### src/hw/phy_rst_pkg.sv
// Constants, field layouts and carrier types of the reset, strap and power-down block.
// Assumes a single 100 MHz system clock and a synchronous active-high system reset.
package phy_rst_pkg;

   // ****************************************
   // Timing
   // ****************************************
   localparam int CLK_MHZ     = 100;
   localparam int RST_MIN_NS  = 1000;
   // Least time, so round up
   localparam int RST_MIN_CYC = (RST_MIN_NS * CLK_MHZ + 999) / 1000;
   localparam int RST_CNT_W   = 8;

   // ****************************************
   // Register map (byte addresses)
   // ****************************************
   localparam int          ADDR_W     = 4;
   localparam logic [3:0]  OFS_CTRL   = 4'h0;
   localparam logic [3:0]  OFS_STRAP  = 4'h4;
   localparam logic [3:0]  OFS_STATUS = 4'h8;
   localparam logic [3:0]  OFS_MASK   = 4'hC;

   localparam int          CTRL_ROLE_BIT   = 0;
   localparam logic        CTRL_ROLE_RESET = 1'h0;

   localparam int          NUM_EV          = 3;
   localparam int          EV_RESET_DONE   = 0;
   localparam int          EV_POWERDOWN    = 1;
   localparam int          EV_CORE         = 2;
   localparam logic [2:0]  EV_RESET        = 3'h0;

   // ****************************************
   // Carriers
   // ****************************************
   // Layout equals the strap pin vector: bit 0 is management address pin 0
   typedef struct packed {
      logic       autoneg;
      logic [1:0] link_mode;
      logic [4:0] mgmt_address;
   } strap_cfg_t;

   localparam int         STRAP_W       = 8;
   localparam strap_cfg_t STRAP_DEFAULT = '{autoneg: 1'h1, link_mode: 2'h3, mgmt_address: 5'h00};

   typedef enum logic {ST_RUN, ST_RESET} rst_state_t;

   typedef enum logic {ROLE_POWERDOWN, ROLE_IRQ} pin_role_t;

endpackage

### src/hw/phy_reset_strap_powerdown.sv
// Reset sequencer, strap latch and dual-role power-down/interrupt pin with an Avalon-MM register slave.
// Assumes pins arrive asynchronously; external wiring resolves open-drain and strap pins from the enables.
//
// Design decisions made here: the Avalon-MM interface to the registers and the address map.
`timescale 1ns/1ps
module phy_reset_strap_powerdown
   import phy_rst_pkg::*;
(
   // Clock and reset
   input  wire logic                       clk_sys,
   input  wire logic                       sys_rst,
   // Avalon-MM slave
   input  wire logic [phy_rst_pkg::ADDR_W-1:0] address,
   input  wire logic                       read,
   input  wire logic                       write,
   input  wire logic [3:0]                 byteenable,
   input  wire logic [31:0]                writedata,
   output logic      [31:0]                readdata,
   output logic                            waitrequest,
   output logic                            irq,
   // Hardware reset pin
   input  wire logic                       hw_reset_low,
   // Dual-role power-down / interrupt pin
   input  wire logic                       powerdown_or_irq_pin_in,
   output logic                            powerdown_or_irq_pin_out,
   output logic                            powerdown_or_irq_pin_oe,
   // Strap pins {autoneg, mode1, mode0, address[4:0]}
   input  wire logic [phy_rst_pkg::STRAP_W-1:0] strap_pin_in,
   output logic      [phy_rst_pkg::STRAP_W-1:0] strap_pin_out,
   output logic      [phy_rst_pkg::STRAP_W-1:0] strap_pin_oe,
   // Core side
   input  wire logic [phy_rst_pkg::STRAP_W-1:0] func_out,
   input  wire logic [phy_rst_pkg::STRAP_W-1:0] func_oe,
   input  wire logic                       core_irq_event,
   output phy_rst_pkg::strap_cfg_t         strap_cfg,
   output logic                            forced_link,
   output logic                            device_in_reset,
   output logic                            powerdown
);
   import phy_rst_pkg::*;

   // ****************************************
   // Pin synchronisers
   // ****************************************
   logic [STRAP_W+1:0] pins_s;
   logic               rst_low_s;
   logic               pd_pin_s;
   logic [STRAP_W-1:0] strap_s;

   pin_sync #(.WIDTH(STRAP_W + 2)) u_sync (
      .clk_sys  (clk_sys),
      .sys_rst  (sys_rst),
      .async_in ({hw_reset_low, powerdown_or_irq_pin_in, strap_pin_in}),
      .sync_out (pins_s)
   );

   assign rst_low_s = ~pins_s[STRAP_W+1];
   assign pd_pin_s  = pins_s[STRAP_W];
   assign strap_s   = pins_s[STRAP_W-1:0];

   // ****************************************
   // Reset sequencer and strap latch
   // ****************************************
   rst_state_t           state;
   rst_state_t           next_state;
   logic [RST_CNT_W-1:0] low_cnt;
   logic [RST_CNT_W-1:0] next_low_cnt;
   strap_cfg_t           strap_sample;
   strap_cfg_t           next_strap_sample;
   strap_cfg_t           next_strap_cfg;
   logic                 release_evt;

   localparam logic [RST_CNT_W-1:0] RST_LAST = RST_CNT_W'(RST_MIN_CYC - 1);

   always_comb
   begin
      next_state        = state;
      next_low_cnt      = '0;
      next_strap_sample = strap_sample;
      next_strap_cfg    = strap_cfg;
      release_evt       = 1'b0;
      if (rst_low_s && low_cnt != RST_LAST)
         next_low_cnt = low_cnt + RST_CNT_W'(1);
      else if (rst_low_s)
         next_low_cnt = low_cnt;
      unique case (state)
         ST_RUN:
         begin
            // Glitches shorter than the minimum are ignored
            if (rst_low_s && low_cnt == RST_LAST)
               next_state = ST_RESET;
         end
         ST_RESET:
         begin
            next_strap_sample = strap_cfg_t'(strap_s);
            if (!rst_low_s)
            begin
               next_state     = ST_RUN;
               // Live sample: the registered one may still hold the synchroniser's reset value at power-up
               next_strap_cfg = strap_cfg_t'(strap_s);
               release_evt    = 1'b1;
            end
         end
      endcase
   end

   always_ff @(posedge clk_sys)
   begin
      if (sys_rst)
      begin
         // Power-up behaves as a hardware reset still in progress
         state        <= ST_RESET;
         low_cnt      <= '0;
         strap_sample <= STRAP_DEFAULT;
         strap_cfg    <= STRAP_DEFAULT;
      end
      else
      begin
         state        <= next_state;
         low_cnt      <= next_low_cnt;
         strap_sample <= next_strap_sample;
         strap_cfg    <= next_strap_cfg;
      end
   end

   // ****************************************
   // Registers and Avalon-MM slave
   // ****************************************
   pin_role_t         role;
   pin_role_t         next_role;
   logic [NUM_EV-1:0] status;
   logic [NUM_EV-1:0] next_status;
   logic [NUM_EV-1:0] mask;
   logic [NUM_EV-1:0] next_mask;
   logic [NUM_EV-1:0] ev;
   logic [31:0]       next_readdata;
   logic              next_waitrequest;
   logic              next_irq;
   logic              next_powerdown;
   logic              access;
   logic              in_reset;

   assign in_reset = (state == ST_RESET);
   assign access   = (read || write) && !waitrequest;

   always_comb
   begin
      next_waitrequest = !((read || write) && waitrequest);
      next_readdata    = readdata;
      next_role        = role;
      next_mask        = mask;
      next_powerdown   = !in_reset && role == ROLE_POWERDOWN && !pd_pin_s;
      ev               = '0;
      ev[EV_RESET_DONE] = release_evt;
      ev[EV_POWERDOWN]  = next_powerdown && !powerdown;
      ev[EV_CORE]       = core_irq_event && !in_reset;
      next_status      = status;
      // Read data is prepared on the first cycle so it stands with waitrequest low
      if (read && waitrequest)
      begin
         unique case (address)
            OFS_CTRL:   next_readdata = 32'(role);
            OFS_STRAP:  next_readdata = 32'(strap_cfg);
            OFS_STATUS: next_readdata = 32'(status);
            OFS_MASK:   next_readdata = 32'(mask);
            default:    next_readdata = 32'h0000_0000;
         endcase
      end
      // Clear only what the read reported, so an event landing during the access survives
      if (access && read && address == OFS_STATUS)
         next_status = status & ~readdata[NUM_EV-1:0];
      if (access && write && byteenable[0])
      begin
         if (address == OFS_CTRL)
            next_role = pin_role_t'(writedata[CTRL_ROLE_BIT]);
         if (address == OFS_MASK)
            next_mask = writedata[NUM_EV-1:0];
      end
      // A new event wins over the read clear
      next_status = next_status | ev;
      if (in_reset)
      begin
         // Software state is held at its initial value through a reset
         next_role = pin_role_t'(CTRL_ROLE_RESET);
         next_mask = EV_RESET;
         // Only the release event may survive a reset
         next_status = ev;
      end
      next_irq = |(next_status & next_mask);
   end

   always_ff @(posedge clk_sys)
   begin
      if (sys_rst)
      begin
         role        <= pin_role_t'(CTRL_ROLE_RESET);
         mask        <= EV_RESET;
         status      <= EV_RESET;
         readdata    <= 32'h0000_0000;
         waitrequest <= 1'b1;
         irq         <= 1'b0;
         powerdown   <= 1'b0;
      end
      else
      begin
         role        <= next_role;
         mask        <= next_mask;
         status      <= next_status;
         readdata    <= next_readdata;
         waitrequest <= next_waitrequest;
         irq         <= next_irq;
         powerdown   <= next_powerdown;
      end
   end

   // ****************************************
   // Pin drivers
   // ****************************************
   logic               next_pd_oe;
   logic [STRAP_W-1:0] next_strap_out;
   logic [STRAP_W-1:0] next_strap_oe;
   logic               next_forced;

   // Open drain: only ever low, released otherwise
   assign powerdown_or_irq_pin_out = 1'b0;

   always_comb
   begin
      next_pd_oe     = role == ROLE_IRQ && next_irq && !in_reset;
      // Straps stay released while reset is active so their levels can be sampled
      next_strap_out = in_reset ? '0 : func_out;
      next_strap_oe  = in_reset ? '0 : func_oe;
      next_forced    = !next_strap_cfg.autoneg;
   end

   always_ff @(posedge clk_sys)
   begin
      if (sys_rst)
      begin
         powerdown_or_irq_pin_oe <= 1'b0;
         strap_pin_out           <= '0;
         strap_pin_oe            <= '0;
         forced_link             <= 1'b0;
         device_in_reset         <= 1'b1;
      end
      else
      begin
         powerdown_or_irq_pin_oe <= next_pd_oe;
         strap_pin_out           <= next_strap_out;
         strap_pin_oe            <= next_strap_oe;
         forced_link             <= next_forced;
         device_in_reset         <= (next_state == ST_RESET);
      end
   end

   // ****************************************
   // Assertions
   // ****************************************
   localparam int RST_LAST_I = RST_MIN_CYC - 1;
endmodule

### src/hw/pin_sync.sv
// Two-flop synchroniser for a group of pin levels.
// Assumes the inputs are quasi-static levels from outside the clock domain.
`timescale 1ns/1ps
module pin_sync #(
   parameter int WIDTH = 1
) (
   // Clock and reset
   input  wire logic             clk_sys,
   input  wire logic             sys_rst,
   // Levels
   input  wire logic [WIDTH-1:0] async_in,
   output logic      [WIDTH-1:0] sync_out
);

   logic [WIDTH-1:0] stage1;

   // Stage one feeds stage two only
   always_ff @(posedge clk_sys)
   begin
      if (sys_rst)
      begin
         stage1   <= '0;
         sync_out <= '0;
      end
      else
      begin
         stage1   <= async_in;
         sync_out <= stage1;
      end
   end

endmodule

### config.mk
export PLATFORM = sky130hd
export DESIGN_NAME = phy_reset_strap_powerdown
export DESIGN_NICKNAME = d
export VERILOG_FILES = /design/src/hw/phy_rst_pkg.sv /design/src/hw/phy_reset_strap_powerdown.sv /design/src/hw/pin_sync.sv
export SDC_FILE = /design/constraint.sdc
export NUM_CORES = 1
export LEC_CHECK = 0
export BUFFER_PORTS_ARGS = -buffer_cell sky130_fd_sc_hd__buf_2
export CELL_PAD_IN_SITES_DETAIL_PLACEMENT = 1
export CELL_PAD_IN_SITES_GLOBAL_PLACEMENT = 2
export CORE_ASPECT_RATIO = 0.9
export CORE_MARGIN = 2
export CORE_UTILIZATION = 26
export DETAILED_ROUTE_END_ITERATION = 16
export PLACE_DENSITY_LB_ADDON = 0.25
export SYNTH_ARGS = -nofsm -noshare
export SYNTH_HDL_FRONTEND = slang
export SYNTH_HIERARCHICAL = 1
export SYNTH_SLANG_ARGS = --single-unit
### constraint.sdc
create_clock -name clk_sys -period 1.61 [get_ports clk_sys]
set_input_delay 0.0805 -clock clk_sys [delete_from_list [all_inputs] [get_ports clk_sys]]
set_output_delay 0.0805 -clock clk_sys [all_outputs]
set_load 0.05 [all_outputs]
==> results by group <==
Drt
  – Initial DRC Count: 58
  – DRC viols: 0
  – Vias per cell: 4.181
  – DR top layer: met4
  – DRT Pass-1 Iters: 4
  – M1 WL: 3082 um
  – Wire length on met2: 3026 um
  – WL/cell: 12.82 um
  – Met3 WL: 341 um
  – Vias: 2153
  – Post-Route WL: 6601 um
  – Antenna viol nets, final: 0

Clock network
  – CTS tree: built
  – Root Buffer: clkbuf_16
  – Clock transition at path regs: 0.06 ns
  – CTS sink cnt: 73
  – CTS H-Tree Depth: 3
  – Max clock buf depth: 2
  – Cts bufs inserted: 9
  – Clk_lat worst skew: 0.33 ns

STA
  – Final setup fails: 0
  – Final hold vios: 0
  – Fmax: 661.7 MHz
  – Setup Skew: 0.006430 ns
  – Final worst path period share: 93.87%
  – Fin. max-slew vios: 0
  – RSZ-0062 raised after global routing: no
  – Setup TNS: 0 ns
  – Slew headroom: 59.49%
  – Tmin final: 1.511 ns
  – Final WS setup: 0.09874 ns
  – Worst slew pin tran: 0.6070 ns

Floorplanning
  – I/O pins: 134
  – Placement Rows: 35
  – Initial Util: 26.89%
  – Core area: 10290 um^2
  – Die ar.: 11490 um^2
  – Die Span Y: 101.9 um
  – Die Width: 112.8 um

Cells and area
  – Final nets: 453
  – Area growth syn-to-layout: 37.79%
  – Share of cells above drive strength 1: 33.16%
  – # diodes: 0
  – Commonest non-fill, non-tap cell in the layout: buf_2
  – Commonest non-fill, non-tap cells in the layout: 76 x buf_2, 72 x dfxtp_1, 28 x dlygate4sd3_1

Synth
  – Flops & latches, synth: 73
  – Seq/Total Area, Yosys: 52.80%
  – Fraction of the mapped netlist area in simple logic gates: 23.55%
  – Ys Warns: 6
  – Adder-cell share of the synthesized area: 0.4521%
  – Post-Syn Instances: 267
  – Ys async rst share: 0%
  – Synthesized area per cell: 10.37 um^2
  – XOR/XNOR Fraction of Synth Area: 1.582%
  – Mux cell area share after synthesis: 2.486%
  – Synth unique cells: 50
  – Mapped Area: 2768 um^2
  – Main combinational cell family by area after synthesis: simple AND/OR/NAND/NOR gates
  – Post-synth EDFFs: 0
  – Main synth FF type: dfxtp_1
  – Compound-cell area share of the yosys netlist: 9.539%

Setup path
  – Critical path fanouts, max: 6
  – RR Endpoint: irq
  – Worst Setup Start Kind: flip-flop
  – Largest stage delay on the critical path: 0.39 ns
  – CP max-delay cell: a311o_1
  – Kind of critical path: flip-flop to flip-flop
  – WP data arrival: 1.77 ns
  – Critical Path End Type: flip-flop
  – CP Cell Sequence: and3b_1, a311o_1, a211o_1, a31oi_1
  – R2R cell count: 4
  – R2r startpoint: waitrequest
  – Critical path data required time: 1.87 ns
  – Reg2Reg Setup Slack: 0.1 ns

Min path
  – Hold crit path type: primary input to flip-flop
  – Hold_sp: writedata[0]
  – Hold depth: 3
  – Min-Delay Endpoint: mask[0]

Pwr
  – Peak supply drop: 0.4333 mV
  – Pwr/cell area: 1144 nW/um^2
  – Leak pwr: 1.699 nW
  – Total chip power: 4.363 mW

Global route
  – Congestion Overflow GR: 0
  – First-pass GRT wire length: 10790 um
  – Number of global-route vias before repair: 2076
  – Initial antenna violation count: 0
  – Pin count of the biggest net entering global routing: 37
  – Gr usage total: 12.09%

Placed design
  – Post-detail-place hpwl: 4759 um
  – Port Buffers: 76
  – Gpl congestion: 0.7698
  – Pre-CTS setup slack: 0.06721 ns

Run status
  – Status: completed

Flow run
  – Max cap viols: 0
## report_power, final
part           switching (mW)  internal (mW)  leakage, nW
clock network           0.802           1.21        0.142
logic                   0.310          0.157        0.962
registers              0.0275           1.86        0.595
## cells by family after synthesis
kind of cell,Yosys count
other,1
flip-flops,73
buffers and inverters,40
AND/OR/NAND/NOR,104
multiplexers,5
AO/OA/AOI/OAI,38
XOR/XNOR,5
adder cells (fa/ha/maj),1
## flip-flops by register name, summed over array words and instances (netlist names), 3 cells and up
register         count
status               3
strap_cfg            8
readdata             8
strap_pin_out        8
mask                 3
u_sync/sync_out     10
strap_pin_oe         8
low_cnt              8
u_sync/stage1       10
## per-stage QoR
| stage | utilization, % | area [um^2] | hold slack [ns] | std cells |
|---|---|---|---|---|
| floorplan | - | 2859 | 0.1648 | 291 |
| global placement | 31.38 | 3229 | 0.2795 | 471 |
| detailed placement | 31.38 | 3229 | 0.2847 | 471 |
| CTS | 37.03 | 3811 | 0.04519 | 515 |
| global route | 37.06 | 3814 | 0.05844 | 515 |
| finish | 37.06 | 3814 | 0.05468 | 515 |
## worst max-delay path by stage
| stage | from | depth (start not counted) | endpoint |
|---|---|---|---|
| final | waitrequest | 4 | irq |
| after global routing | waitrequest | 4 | powerdown_or_irq_pin_oe |
| after CTS | device_in_reset | 3 | powerdown_or_irq_pin_oe |
| after detailed placement | device_in_reset | 3 | powerdown_or_irq_pin_oe |
| after global placement | device_in_reset | 3 | powerdown_or_irq_pin_oe |
| after floorplan | waitrequest | 4 | irq |
## worst max-delay path: cells and delay by family (launching register included)
kind,cells,cell delay (ns)
compound gates,3,0.84
flops,1,0.37
simple gates,1,0.23
## layer usage
metal | vias to the layer above | global-route usage [%]
li1 | 1072 | -
met1 | 1008 | 15.48
met2 | 60 | 19.12
met3 | 13 | 3.559
met4 | 0 | 5.347
met5 | - | 0
## final cells by class
class                   count  area [um^2]
flip-flops and latches     73         1463
well taps                 129        161.4
inverters                   6        22.52
multi-input cells         178         1137
clock buffers               9        225.2
repair buffers            113        728.2
clock inverters             7        76.32
fillers                  1167         6477
## cell usage after synthesis, types with 3 or more instances
| library cell | number | area share (%) |
|---|---|---|
| buf_4 | 25 | 6.8 |
| nor2b_4 | 4 | 2.0 |
| nor2_1 | 18 | 2.4 |
| a31oi_1 | 3 | 0.68 |
| dfxtp_1 | 73 | 53 |
| xor2_1 | 3 | 0.95 |
| a21oi_1 | 9 | 1.6 |
| inv_1 | 5 | 0.68 |
| nor3_1 | 4 | 0.72 |
| clkbuf_1 | 5 | 0.68 |
| a22oi_1 | 8 | 2.2 |
| o21ai_0 | 3 | 0.54 |
| and2_1 | 19 | 4.3 |
| nor2b_2 | 16 | 5.1 |
| nand2_1 | 20 | 2.7 |
| nand3_1 | 6 | 1.1 |
## repair_timing
action / CTS / global route
buffers inserted: 0 / 0
hold endpoints to repair: 27 / 0
endpoints found under the setup margin: 0 / 19
hold buffers: 28 / 0
gates resized for setup: 0 / 1
Note: power is estimated with default switching activity, not from simulation.
